`config.mk`:
```
export PLATFORM = sky130hd
export DESIGN_NAME = lsc_lane_regs
export DESIGN_NICKNAME = d
export VERILOG_FILES = /design/src/hw/lsc_pkg.sv /design/src/hw/lsc_lane_if.sv /design/src/hw/lsc_lane_regs.sv /design/src/hw/lsc_lane_gate.sv /design/src/hw/lsc_mpy_decode.sv
export VERILOG_INCLUDE_DIRS = /design/src /design/src/hw
export SDC_FILE = /design/constraint.sdc
export NUM_CORES = 1
export LEC_CHECK = 0
export BUFFER_PORTS_ARGS = -buffer_cell sky130_fd_sc_hd__buf_2
export CORE_MARGIN = 2
export CORE_UTILIZATION = 50
export DETAILED_ROUTE_END_ITERATION = 6
export HOLD_SLACK_MARGIN = 0.03
export PLACE_DENSITY = 0.81
export SYNTH_ARGS = -nofsm -noshare
export SYNTH_HDL_FRONTEND = slang
export SYNTH_SLANG_ARGS = --single-unit
```
`constraint.sdc`:
```
create_clock -name core_clk_i -period 2.98 [get_ports core_clk_i]
set_clock_uncertainty 0.2 [all_clocks]
set_input_delay 0 -clock core_clk_i [delete_from_list [all_inputs] [get_ports core_clk_i]]
set_output_delay 0 -clock core_clk_i [all_outputs]
set_load 0.01 [all_outputs]
```
`src/hw/lsc_defines.svh`:
```
// Register offsets, field positions and reset values of the lane control block
`ifndef LSC_DEFINES_SVH
`define LSC_DEFINES_SVH

`define LSC_ADDR_W         5
`define LSC_DATA_W         16
`define LSC_NUM_LANES      4
`define LSC_OFF_GLOBAL     5'h01
`define LSC_OFF_PLL        5'h06
`define LSC_OFF_LANE_CTRL  5'h07
`define LSC_OFF_MODE       5'h1E
`define LSC_GLOBAL_PD_BIT  15
`define LSC_LANE_RESET     16'hDC04
`define LSC_LANE_RSV_MASK  16'h8008
`define LSC_LANE_RSV_VAL   16'h8000
`define LSC_PLL_RESET      4'h5
`define LSC_AMP_HI         14
`define LSC_AMP_LO         12
`define LSC_LOS_BIT        11
`define LSC_IN_EN_BIT      10
`define LSC_IN_RATE_HI     9
`define LSC_IN_RATE_LO     8
`define LSC_DE_HI          7
`define LSC_DE_LO          4
`define LSC_OUT_EN_BIT     2
`define LSC_OUT_RATE_HI    1
`define LSC_OUT_RATE_LO    0
`define LSC_MASK_HI        15
`define LSC_MASK_LO        12
`define LSC_MASK_RESET     4'h1
`define LSC_MPY_SEL_HI     3
`define LSC_MPY_SEL_LO     0
`define LSC_MODE_SER_BIT   0
`define LSC_MODE_DES_BIT   1
// PLL factor is given in half steps: factor times two
`define LSC_MPY_W          8

`endif

```
`src/hw/lsc_pkg.sv`:
```
// Types shared by the lane control block
package lsc_pkg;
  typedef logic [1:0] lsc_rate_type;
  typedef logic [15:0] lsc_word_type;
endpackage

```
`src/hw/lsc_lane_if.sv`:
```
// Per-lane settings carried from the register bank to each lane gate
interface lsc_lane_if;
  logic [15:0] settings;
  logic        lane_forced_off_in;
  logic        lane_forced_off_out;
  logic        input_lane_en;
  logic        output_lane_en;

  modport bank
  (
    output settings,
    output lane_forced_off_in,
    output lane_forced_off_out,
    input  input_lane_en,
    input  output_lane_en
  );
  modport gate
  (
    input  settings,
    input  lane_forced_off_in,
    input  lane_forced_off_out,
    output input_lane_en,
    output output_lane_en
  );
endinterface

```
`src/hw/lsc_lane_regs.sv`:
```
// Functional notes
// PLL multiplier code decodes to factors 4 to 65; four codes reserved.
// Lane control register sits at address 0x07, resets to 0xDC04.
// Output amplitude select in bits 14:12, reset 101, monotone levels.
// Bit 11 enables loss-of-signal detection, resets to one.
// Input lane enable bit 10, forced off by power-down pin or global bit.
// In 2-to-1 mode input lanes 3 and 2 are disabled.
// Bits 9:8 choose input lane rate: full, half, quarter, reserved.
// Bits 7:4 choose output de-emphasis, reset zero meaning none.
// Output lane enable bit 2, forced off by power-down pin or global bit.
// In 1-to-2 mode output lanes 3 and 2 are disabled.
// Bits 1:0 choose output lane rate: full, half, quarter, reserved.
// Writes hit every masked lane; reads valid for a one-hot mask only.
// PLL multiplier select in register 6 bits 3:0, resets to 0101.
// Software keeps reserved bits and avoids reserved codes.
//
// Strobed register access was decided locally.
`include "lsc_defines.svh"

module lsc_lane_regs
  import lsc_pkg::*;
(
  input  wire logic                    core_clk_i,
  input  wire logic                    reset_i,
  input  wire logic [`LSC_ADDR_W-1:0]  reg_addr_i,
  input  wire logic [15:0]             reg_wdata_i,
  input  wire logic                    reg_write_i,
  input  wire logic                    reg_read_i,
  output logic      [15:0]             reg_rdata_o,
  input  wire logic                    channel_powerdown_n_i,
  output logic      [3:0]              input_lane_en_o,
  output logic      [3:0]              output_lane_en_o,
  output logic      [3:0]              signal_loss_detect_en_o,
  output logic      [11:0]             output_amplitude_sel_o,
  output logic      [7:0]              input_lane_rate_o,
  output logic      [15:0]             output_deemph_sel_o,
  output logic      [7:0]              output_lane_rate_o,
  output logic      [3:0]              pll_multiplier_sel_o,
  output logic      [`LSC_MPY_W-1:0]   pll_factor_x2_o,
  output logic                         pll_code_reserved_o,
  output logic                         read_invalid_o
);

  ////////////////////////////////////////////////////////////////////////////
  // State

  typedef struct packed {
    lsc_word_type [3:0] lane;
    logic [3:0]         lane_select_mask;
    logic               global_powerdown;
    logic               ser_2to1;
    logic               des_1to2;
    logic [3:0]         pll_multiplier_sel;
    logic [15:0]        rdata;
    logic               rd_invalid;
    logic [3:0]         in_en;
    logic [3:0]         out_en;
    logic               pd_meta;
    logic               pd_sync;
  } lsc_state_type;

  lsc_state_type state;
  lsc_state_type next_state;
  logic [3:0]    gate_in_en;
  logic [3:0]    gate_out_en;
  logic          powered_down;
  logic          mask_one_hot;
  logic [15:0]   sel_word;

  ////////////////////////////////////////////////////////////////////////////
  // Lane gates

  genvar g;
  generate
    for (g = 0; g < `LSC_NUM_LANES; g++)
    begin : gen_lane
      lsc_lane_if lane_bus ();
      assign lane_bus.settings = state.lane[g];
      // input lanes forced off on power-down
      // upper input lanes off in 2-to-1
      assign lane_bus.lane_forced_off_in  = powered_down | (state.ser_2to1 && g >= 2);
      // output lanes forced off on power-down
      // upper output lanes off in 1-to-2
      assign lane_bus.lane_forced_off_out = powered_down | (state.des_1to2 && g >= 2);
      assign gate_in_en[g]  = lane_bus.input_lane_en;
      assign gate_out_en[g] = lane_bus.output_lane_en;
      lsc_lane_gate u_gate
      (
        .lane (lane_bus.gate)
      );
    end
  endgenerate

  // multiplier decode
  lsc_mpy_decode u_mpy
  (
    .pll_multiplier_sel_i (state.pll_multiplier_sel),
    .factor_x2_o          (pll_factor_x2_o),
    .reserved_o           (pll_code_reserved_o)
  );

  ////////////////////////////////////////////////////////////////////////////
  // Next state

  assign powered_down = ~state.pd_sync | state.global_powerdown;
  assign mask_one_hot = $onehot(state.lane_select_mask);

  // Settings word of the single selected lane
  always_comb
  begin
    sel_word = 16'h0000;
    for (int i = 0; i < `LSC_NUM_LANES; i++)
    begin
      if (state.lane_select_mask == 4'(1 << i))
      begin
        sel_word = state.lane[i];
      end
    end
  end

  // Next value of every state field, register accesses included
  always_comb
  begin
    next_state          = state;
    next_state.pd_meta  = channel_powerdown_n_i;
    next_state.pd_sync  = state.pd_meta;
    next_state.in_en    = gate_in_en;
    next_state.out_en   = gate_out_en;
    next_state.rd_invalid = 1'b0;
    next_state.rdata    = 16'h0000;
    if (reg_write_i)
    begin
      unique case (reg_addr_i)
        // lane control at 0x07
        `LSC_OFF_LANE_CTRL:
        begin
          // write every masked lane
          for (int i = 0; i < `LSC_NUM_LANES; i++)
          begin
            if (state.lane_select_mask[i])
            begin
              next_state.lane[i] = reg_wdata_i;
            end
          end
        end
        // multiplier in register 6
        `LSC_OFF_PLL:
        begin
          next_state.lane_select_mask   = reg_wdata_i[`LSC_MASK_HI:`LSC_MASK_LO];
          next_state.pll_multiplier_sel = reg_wdata_i[`LSC_MPY_SEL_HI:`LSC_MPY_SEL_LO];
        end
        `LSC_OFF_GLOBAL:
        begin
          next_state.global_powerdown = reg_wdata_i[`LSC_GLOBAL_PD_BIT];
        end
        `LSC_OFF_MODE:
        begin
          next_state.ser_2to1 = reg_wdata_i[`LSC_MODE_SER_BIT];
          next_state.des_1to2 = reg_wdata_i[`LSC_MODE_DES_BIT];
        end
        default:
        begin
        end
      endcase
    end
    if (reg_read_i)
    begin
      unique case (reg_addr_i)
        // read of the one selected lane
        `LSC_OFF_LANE_CTRL:
        begin
          next_state.rdata      = sel_word;
          next_state.rd_invalid = ~mask_one_hot;
        end
        `LSC_OFF_PLL:
        begin
          next_state.rdata = {state.lane_select_mask, 8'h00, state.pll_multiplier_sel};
        end
        `LSC_OFF_GLOBAL:
        begin
          next_state.rdata = {state.global_powerdown, 15'h0000};
        end
        `LSC_OFF_MODE:
        begin
          next_state.rdata = {state.in_en, state.out_en, 6'h00, state.des_1to2, state.ser_2to1};
        end
        default:
        begin
          next_state.rdata = 16'h0000;
        end
      endcase
    end
  end

  ////////////////////////////////////////////////////////////////////////////
  // State register

  always_ff @(posedge core_clk_i or posedge reset_i)
  begin
    if (reset_i)
    begin
      // lane reset word
      state.lane               <= {4{`LSC_LANE_RESET}};
      state.lane_select_mask   <= `LSC_MASK_RESET;
      state.global_powerdown   <= 1'b0;
      state.ser_2to1           <= 1'b0;
      state.des_1to2           <= 1'b0;
      // multiplier reset code
      state.pll_multiplier_sel <= `LSC_PLL_RESET;
      state.rdata              <= 16'h0000;
      state.rd_invalid         <= 1'b0;
      state.in_en              <= 4'h0;
      state.out_en             <= 4'h0;
      state.pd_meta            <= 1'b0;
      state.pd_sync            <= 1'b0;
    end
    else
    begin
      state <= next_state;
    end
  end

  ////////////////////////////////////////////////////////////////////////////
  // Outputs

  assign reg_rdata_o          = state.rdata;
  assign read_invalid_o       = state.rd_invalid;
  assign input_lane_en_o      = state.in_en;
  assign output_lane_en_o     = state.out_en;
  assign pll_multiplier_sel_o = state.pll_multiplier_sel;

  // Per-lane field fan-out
  always_comb
  begin
    for (int i = 0; i < `LSC_NUM_LANES; i++)
    begin
      // amplitude field
      output_amplitude_sel_o[i*3 +: 3]  = state.lane[i][`LSC_AMP_HI:`LSC_AMP_LO];
      // loss-of-signal enable
      signal_loss_detect_en_o[i]        = state.lane[i][`LSC_LOS_BIT];
      // input rate
      input_lane_rate_o[i*2 +: 2]       = state.lane[i][`LSC_IN_RATE_HI:`LSC_IN_RATE_LO];
      // de-emphasis field
      output_deemph_sel_o[i*4 +: 4]     = state.lane[i][`LSC_DE_HI:`LSC_DE_LO];
      // output rate
      output_lane_rate_o[i*2 +: 2]      = state.lane[i][`LSC_OUT_RATE_HI:`LSC_OUT_RATE_LO];
    end
  end
endmodule

```
`src/hw/lsc_lane_gate.sv`:
```
// Effective enables of one lane after power-down and mux-mode overrides
`include "lsc_defines.svh"

module lsc_lane_gate
  import lsc_pkg::*;
(
  lsc_lane_if.gate lane
);
  // Register bit qualified by the forcing terms
  assign lane.input_lane_en  = lane.settings[`LSC_IN_EN_BIT] & ~lane.lane_forced_off_in;
  assign lane.output_lane_en = lane.settings[`LSC_OUT_EN_BIT] & ~lane.lane_forced_off_out;
endmodule

```
`src/hw/lsc_mpy_decode.sv`:
```
// Decoder of the low-speed PLL multiplier select
`include "lsc_defines.svh"

module lsc_mpy_decode
  import lsc_pkg::*;
(
  input  wire logic [3:0]             pll_multiplier_sel_i,
  output logic      [`LSC_MPY_W-1:0]  factor_x2_o,
  output logic                        reserved_o
);
  // code to factor table
  always_comb
  begin
    reserved_o  = 1'b0;
    factor_x2_o = 8'h00;
    unique case (pll_multiplier_sel_i)
      4'h0: factor_x2_o = 8'h08;
      4'h1: factor_x2_o = 8'h0A;
      4'h2: factor_x2_o = 8'h0C;
      4'h4: factor_x2_o = 8'h10;
      4'h5: factor_x2_o = 8'h14;
      4'h6: factor_x2_o = 8'h18;
      4'h7: factor_x2_o = 8'h19;
      4'h8: factor_x2_o = 8'h1E;
      4'h9: factor_x2_o = 8'h28;
      4'hA: factor_x2_o = 8'h32;
      4'hD: factor_x2_o = 8'h64;
      4'hE: factor_x2_o = 8'h82;
      default: reserved_o = 1'b1;
    endcase
  end
endmodule

```
# After elaboration in Yosys (flattened, before gate mapping)

Cells that the tools add are included.
Widths: inputs -> output; s select.

Word-level logic and storage cells: 72
Bits in registers: 102
Input port bits: 26

Equality and inequality tests: 20
$add $sub $neg: 3
Muxes and demuxes: 9
Bitwise logic cells: 16
Reduce and logical (&&, ||, !) cells: 9

Operators with widths:

| operator           | number |
|---|---|
| $pmux 8 s12        | 1 |
| $mux 16            | 4 |
| $pmux 16 s4        | 1 |
| $eq 4x4->1 const B | 6 |
| $eq 4x3->1 const B | 5 |
| $mux 17            | 1 |
| $reduce_and 3->1   | 4 |
| $reduce_or 12->1   | 1 |
| $eq 5x3->1 const B | 2 |
| $and 1x1->1        | 8 |
| $eq 4x1->1 const B | 2 |
| $eq 4x2->1 const B | 2 |
| $reduce_and 2->1   | 3 |
| $eq 5x1->1 const B | 1 |
| $eq 5x5->1 const B | 1 |
| $not 1->1          | 5 |
| $add 1x1->2        | 2 |
| $logic_not 4->1    | 1 |
| $add 2x2->3        | 1 |
| $eq 3x1->1 const B | 1 |
| $or 1x1->1         | 3 |
| $mux 1             | 2 |

# Longest topological paths before layout

Word-level depth: 7
Mapped depth: 8

# By module

A second synthesis with hierarchy kept.

Cell total of the unflattened synthesis: 435
Area total of the unflattened synthesis: 5332.6 um^2

Modules (own cells, without submodules):

| module         | times used | seq. area each (um^2) | cells an instance | area an instance (um^2) |
|---|---|---|---|---|
| lsc_lane_regs  | 1          | 2586.2                | 404               | 5086.1 |
| lsc_mpy_decode | 1          | 0.0                   | 23                | 136.4 |
| lsc_lane_gate  | 4          | 0.0                   | 2                 | 27.5 |

# Worst setup path before layout

OpenSTA, ideal clock, no wires.

Kind: register to register
Start point: register state[37] in the netlist's numbering
End point: register state, in the netlist read_invalid_o
Required time: 2.657 ns
Cell stages (with the launch flop): 9
Clock period less this slack: 2.140 ns
Setup slack: 0.840 ns
Path buffers: 1
Data arrival time: 1.816 ns
Cells stage by stage: dfrtp_1 > clkbuf_1 > inv_1 > fa_1 > inv_1 > ha_1 > ha_1 > nor2_1 > a21oi_1

RTL lines:

| item                   | line                 | source |
|---|---|---|
| from (decl)            | lsc_lane_regs.sv:62  | `lsc_state_type state;` |
| from (signal assigned) | lsc_lane_regs.sv:219 | `state <= next_state;` |

# Worst setup path in the final report

Start point: input port reg_addr_i[2]
End point: register state, in the netlist gen_lane[2].lane_bus.settings[8]

Cells in the longest elaborated chain, start to end: 2

Ends and longest elaborated chain:

| item                       | line                 | source |
|---|---|---|
| from (decl)                | lsc_lane_regs.sv:25  | `` input wire logic [`LSC_ADDR_W-1:0] reg_addr_i, `` |
| $eq 5x3->1                 | lsc_lane_regs.sv:133 | `unique case (reg_addr_i)` |
| $reduce_and 3->1 (no line) | n/a                  |  |

Every way passes these cells.
A chain may end at the register's enable or synchronous reset.

==> results.cfg <==
[logic_synthesis]
synth_area_um2 = 5400
syn_inst = 440
syn_avg_cell_area_um2 = 12.3
synth_top_area_share_pct = 34.8
synth_top_area_cell = dfrtp_1
ys_seq_elements = 102
yosysSeqAreaShare_pct = 47.9
ys.flop_type = dfrtp_1
yosysWarnings = 0
async_reset_ff_share_pct = 100
synth_edf_count = 0
synth_area_leaders = dfrtp_1, dfstp_2, buf_4, mux2_2, mux2_4
ys_types = 41
syn_nets = 472

[cells_and_area]
multi_input_area_um2 = 2110
drive_gt1_share_pct = 48.8
fin_util_pct = 57.2
fin_nets = 533
antenna_cells = 0
regArea_um2 = 2590
fillers = 851
area_delta_synth_final_pct = 10.3
finalNonFillerCells = 642

[power]
p_clk_share_pct = 26.4
switching_share_pct = 31.1
leakage_uw = 0.00300
power_density_nw_per_um2 = 519
seq_power_share_pct = 53.6
internal_power_uw = 2130
ir_worst_vdd_uv = 264
switching_power_uw = 962
comb_power_share_pct = 20.1

[setup_path]
crit_path_cell_trace = dlygate4sd3_1 -> buf_2 -> nand2_2 -> nor4b_4 -> nand3_2 -> mux2_2
crit_type = in2reg
r2r_slack_ps = 480
rr_worst_depth = 6
endpoint_kind = register
critPathRequiredTime_ps = 3040
start_kind = input port
crit_fanout = 16
rr_endpoint = reg_rdata_o[10]$_DFF_PP0_
slowest_stage = nor4b_4
critPathTopFamily = simple AND/OR/NAND/NOR gates
slowest_delay_ps = 680
crit_buf_inv = 2
arrival_ps = 2590
r2r-start = state[35]$_DFFE_PP0P_

[cts]
post_cts_resized = 0
htree_levels = 3
path_clk_slew_ps = 100
clockRootBuffer = clkbuf_8
clock_sinks = 102
clock_latency_ps = 380
cts_buffer_depth = 2
cts_tree = built
numCtsBuffers = 9

[floorplanning]
row_count = 37
fp.dieW_um = 108
coreArea_um2 = 10400
initial_core_util_pct = 51.8
ios = 112
die_area_um2 = 11600
die_h_um = 108

[routing]
drt-initial-drc-count = 267
dr.pass1.iters = 5
vias = 3635
drc_errors = 0
wl_per_cell_um = 20.1
vias_per_cell = 5.66
wl_um = 12900
drtAntennaViolNets = 0

[timing]
min_period_ps = 2530
final-setup-viol-count = 0
rsz0062_at_grt = false
hold_viol = 0
whs_ps = 60.7
tightest_slew_ps = 826
tns_ps = 0
slew_viol_final = 0
maxClockFrequency_mhz = 395
slew_headroom_pct = 45.0
post-route-period-util_pct = 85.0
setup_slack_ps = 446

[placement]
pre_cts_slack_ps = 521
port_buffers = 111
numPlacedInstances = 600
place.gp.congestion = 0.816
dpl.hpwl_um = 8790

[min_path]
holdPathEnd = next_state[0]$_DFF_PP0_
hold_depth = 2
hold_class = in2reg
hold_path_startpoint = channel_powerdown_n_i

[global_routing]
grt-ovfl-total = 0
grt_start_max_net_pins = 66
antenna_found_initial = 0
grt_pass1_vias = 3605
grt_pass1_wl_um = 20000
grtUsageTotal_pct = 22.7

[status]
outcome = complete, no violations

[job]
max_cap_viol_count = 0
-- logic make-up (layout without fill, tap and decap cells) --
kind of cell,Yosys count,in the layout,synth area share [%]
flip-flops,102,102,47.9
buffers and inverters,102,168,13.0
AND/OR/NAND/NOR,88,88,10.5
multiplexers,75,75,17.7
AO/OA/AOI/OAI,66,66,9.15
adder cells (fa/ha/maj),6,6,1.53
XOR/XNOR,1,1,0.162
-- routing by layer --
metal	track usage [%]	vias to the layer above	wire length, µm
met5	0	-	0
met4	9.98	0	323
met3	4.90	29	794
met2	35.0	147	6130
met1	31.1	1850	5650
li1	-	1609	-
-- metrics by stage --
step	power, µW	cell area [µm²]
floorplan	2110	5400
global placement	2240	5520
detailed placement	2270	5520
CTS	3090	5960
global route	3220	5960
finish	3090	5960
-- worst register-to-register path, stage by stage (launching register included) --
cell and delay [ps]:
dfrtp_1 460, inv_1 160, ha_1 200, and3b_1 690, nand2_1 140, a311o_1 380, a21boi_0 180
-- worst max path at each step --
stage,cells past startpoint,startpoint,to,slack (ps)
finish,6,reg_addr_i[2],gen_lane[2].lane_bus.settings[8]$_DFFE_PP0P_,450
floorplan,1,reset_i,gen_lane[0].lane_bus.settings[0]$_DFFE_PP0P_,150
detailed placement,6,state[35]$_DFFE_PP0P_,reg_rdata_o[10]$_DFF_PP0_,520
global route,6,state[35]$_DFFE_PP0P_,reg_rdata_o[10]$_DFF_PP0_,350
global placement,6,state[35]$_DFFE_PP0P_,reg_rdata_o[10]$_DFF_PP0_,670
CTS,6,state[35]$_DFFE_PP0P_,reg_rdata_o[10]$_DFF_PP0_,500
-- cell usage after synthesis, types with 2 or more instances --
cell type	instances
a21boi_0	10
a21oi_1	11
a222oi_1	5
a22o_1	10
a22oi_1	5
a311o_1	6
and2_1	11
and3b_1	7
buf_2	5
buf_4	76
buf_6	4
clkbuf_1	10
dfrtp_1	75
dfstp_2	27
ha_1	5
inv_1	7
mux2_2	45
mux2_4	30
nand2_1	19
nand2_2	2
nand2b_1	5
nand3_4	3
nand3b_1	8
nor2_1	19
nor2b_1	2
nor3b_1	4
o21ai_0	9
o221ai_1	6
o31ai_1	2
-- power by group through the flow --
stage          sequential [µW]  clock, µW  combinational [µW]
6_report                  1660        816                 621
5_1_grt                   1670        872                 675
4_1_cts                   1650        823                 621
3_5_place_dp              1680          0                 594
3_3_place_gp              1670          0                 570
2_1_floorplan             1600          0                 502
-- sequential cells by signal, summed over array words and instances (netlist names) --
name / count
read_invalid_o: 1
gen_lane.lane_bus.settings: 64
pll_multiplier_sel_o: 4
input_lane_en_o: 4
next_state: 1
reg_rdata_o: 16
output_lane_en_o: 4
state: 8
-- layout by cell type, fill, tap and decap left out, types with 11 or more instances in the layout --
cell type / n
mux2_4: 30
nand2_1: 19
dlygate4sd3_1: 26
dfrtp_1: 75
nor2_1: 19
mux2_2: 45
buf_2: 111
dfstp_2: 27
and2_1: 11
a21oi_1: 11
-- final cells by class --
class | count | area share (%)
inverter | 7 | 0.483
clock buffer | 11 | 2.37
sequential | 102 | 43.4
timing repair buffer | 145 | 14.9
tap | 136 | 2.86
multi-input combinational | 236 | 35.4
clock inverter | 5 | 0.567
-- timing repair --
item,CTS,global route
hold buffers,26,0
setup endpoints to repair,0,0
setup buffers,0,0
hold endpoints to repair,140,0
Note: power is estimated with default switching activity, not from simulation.
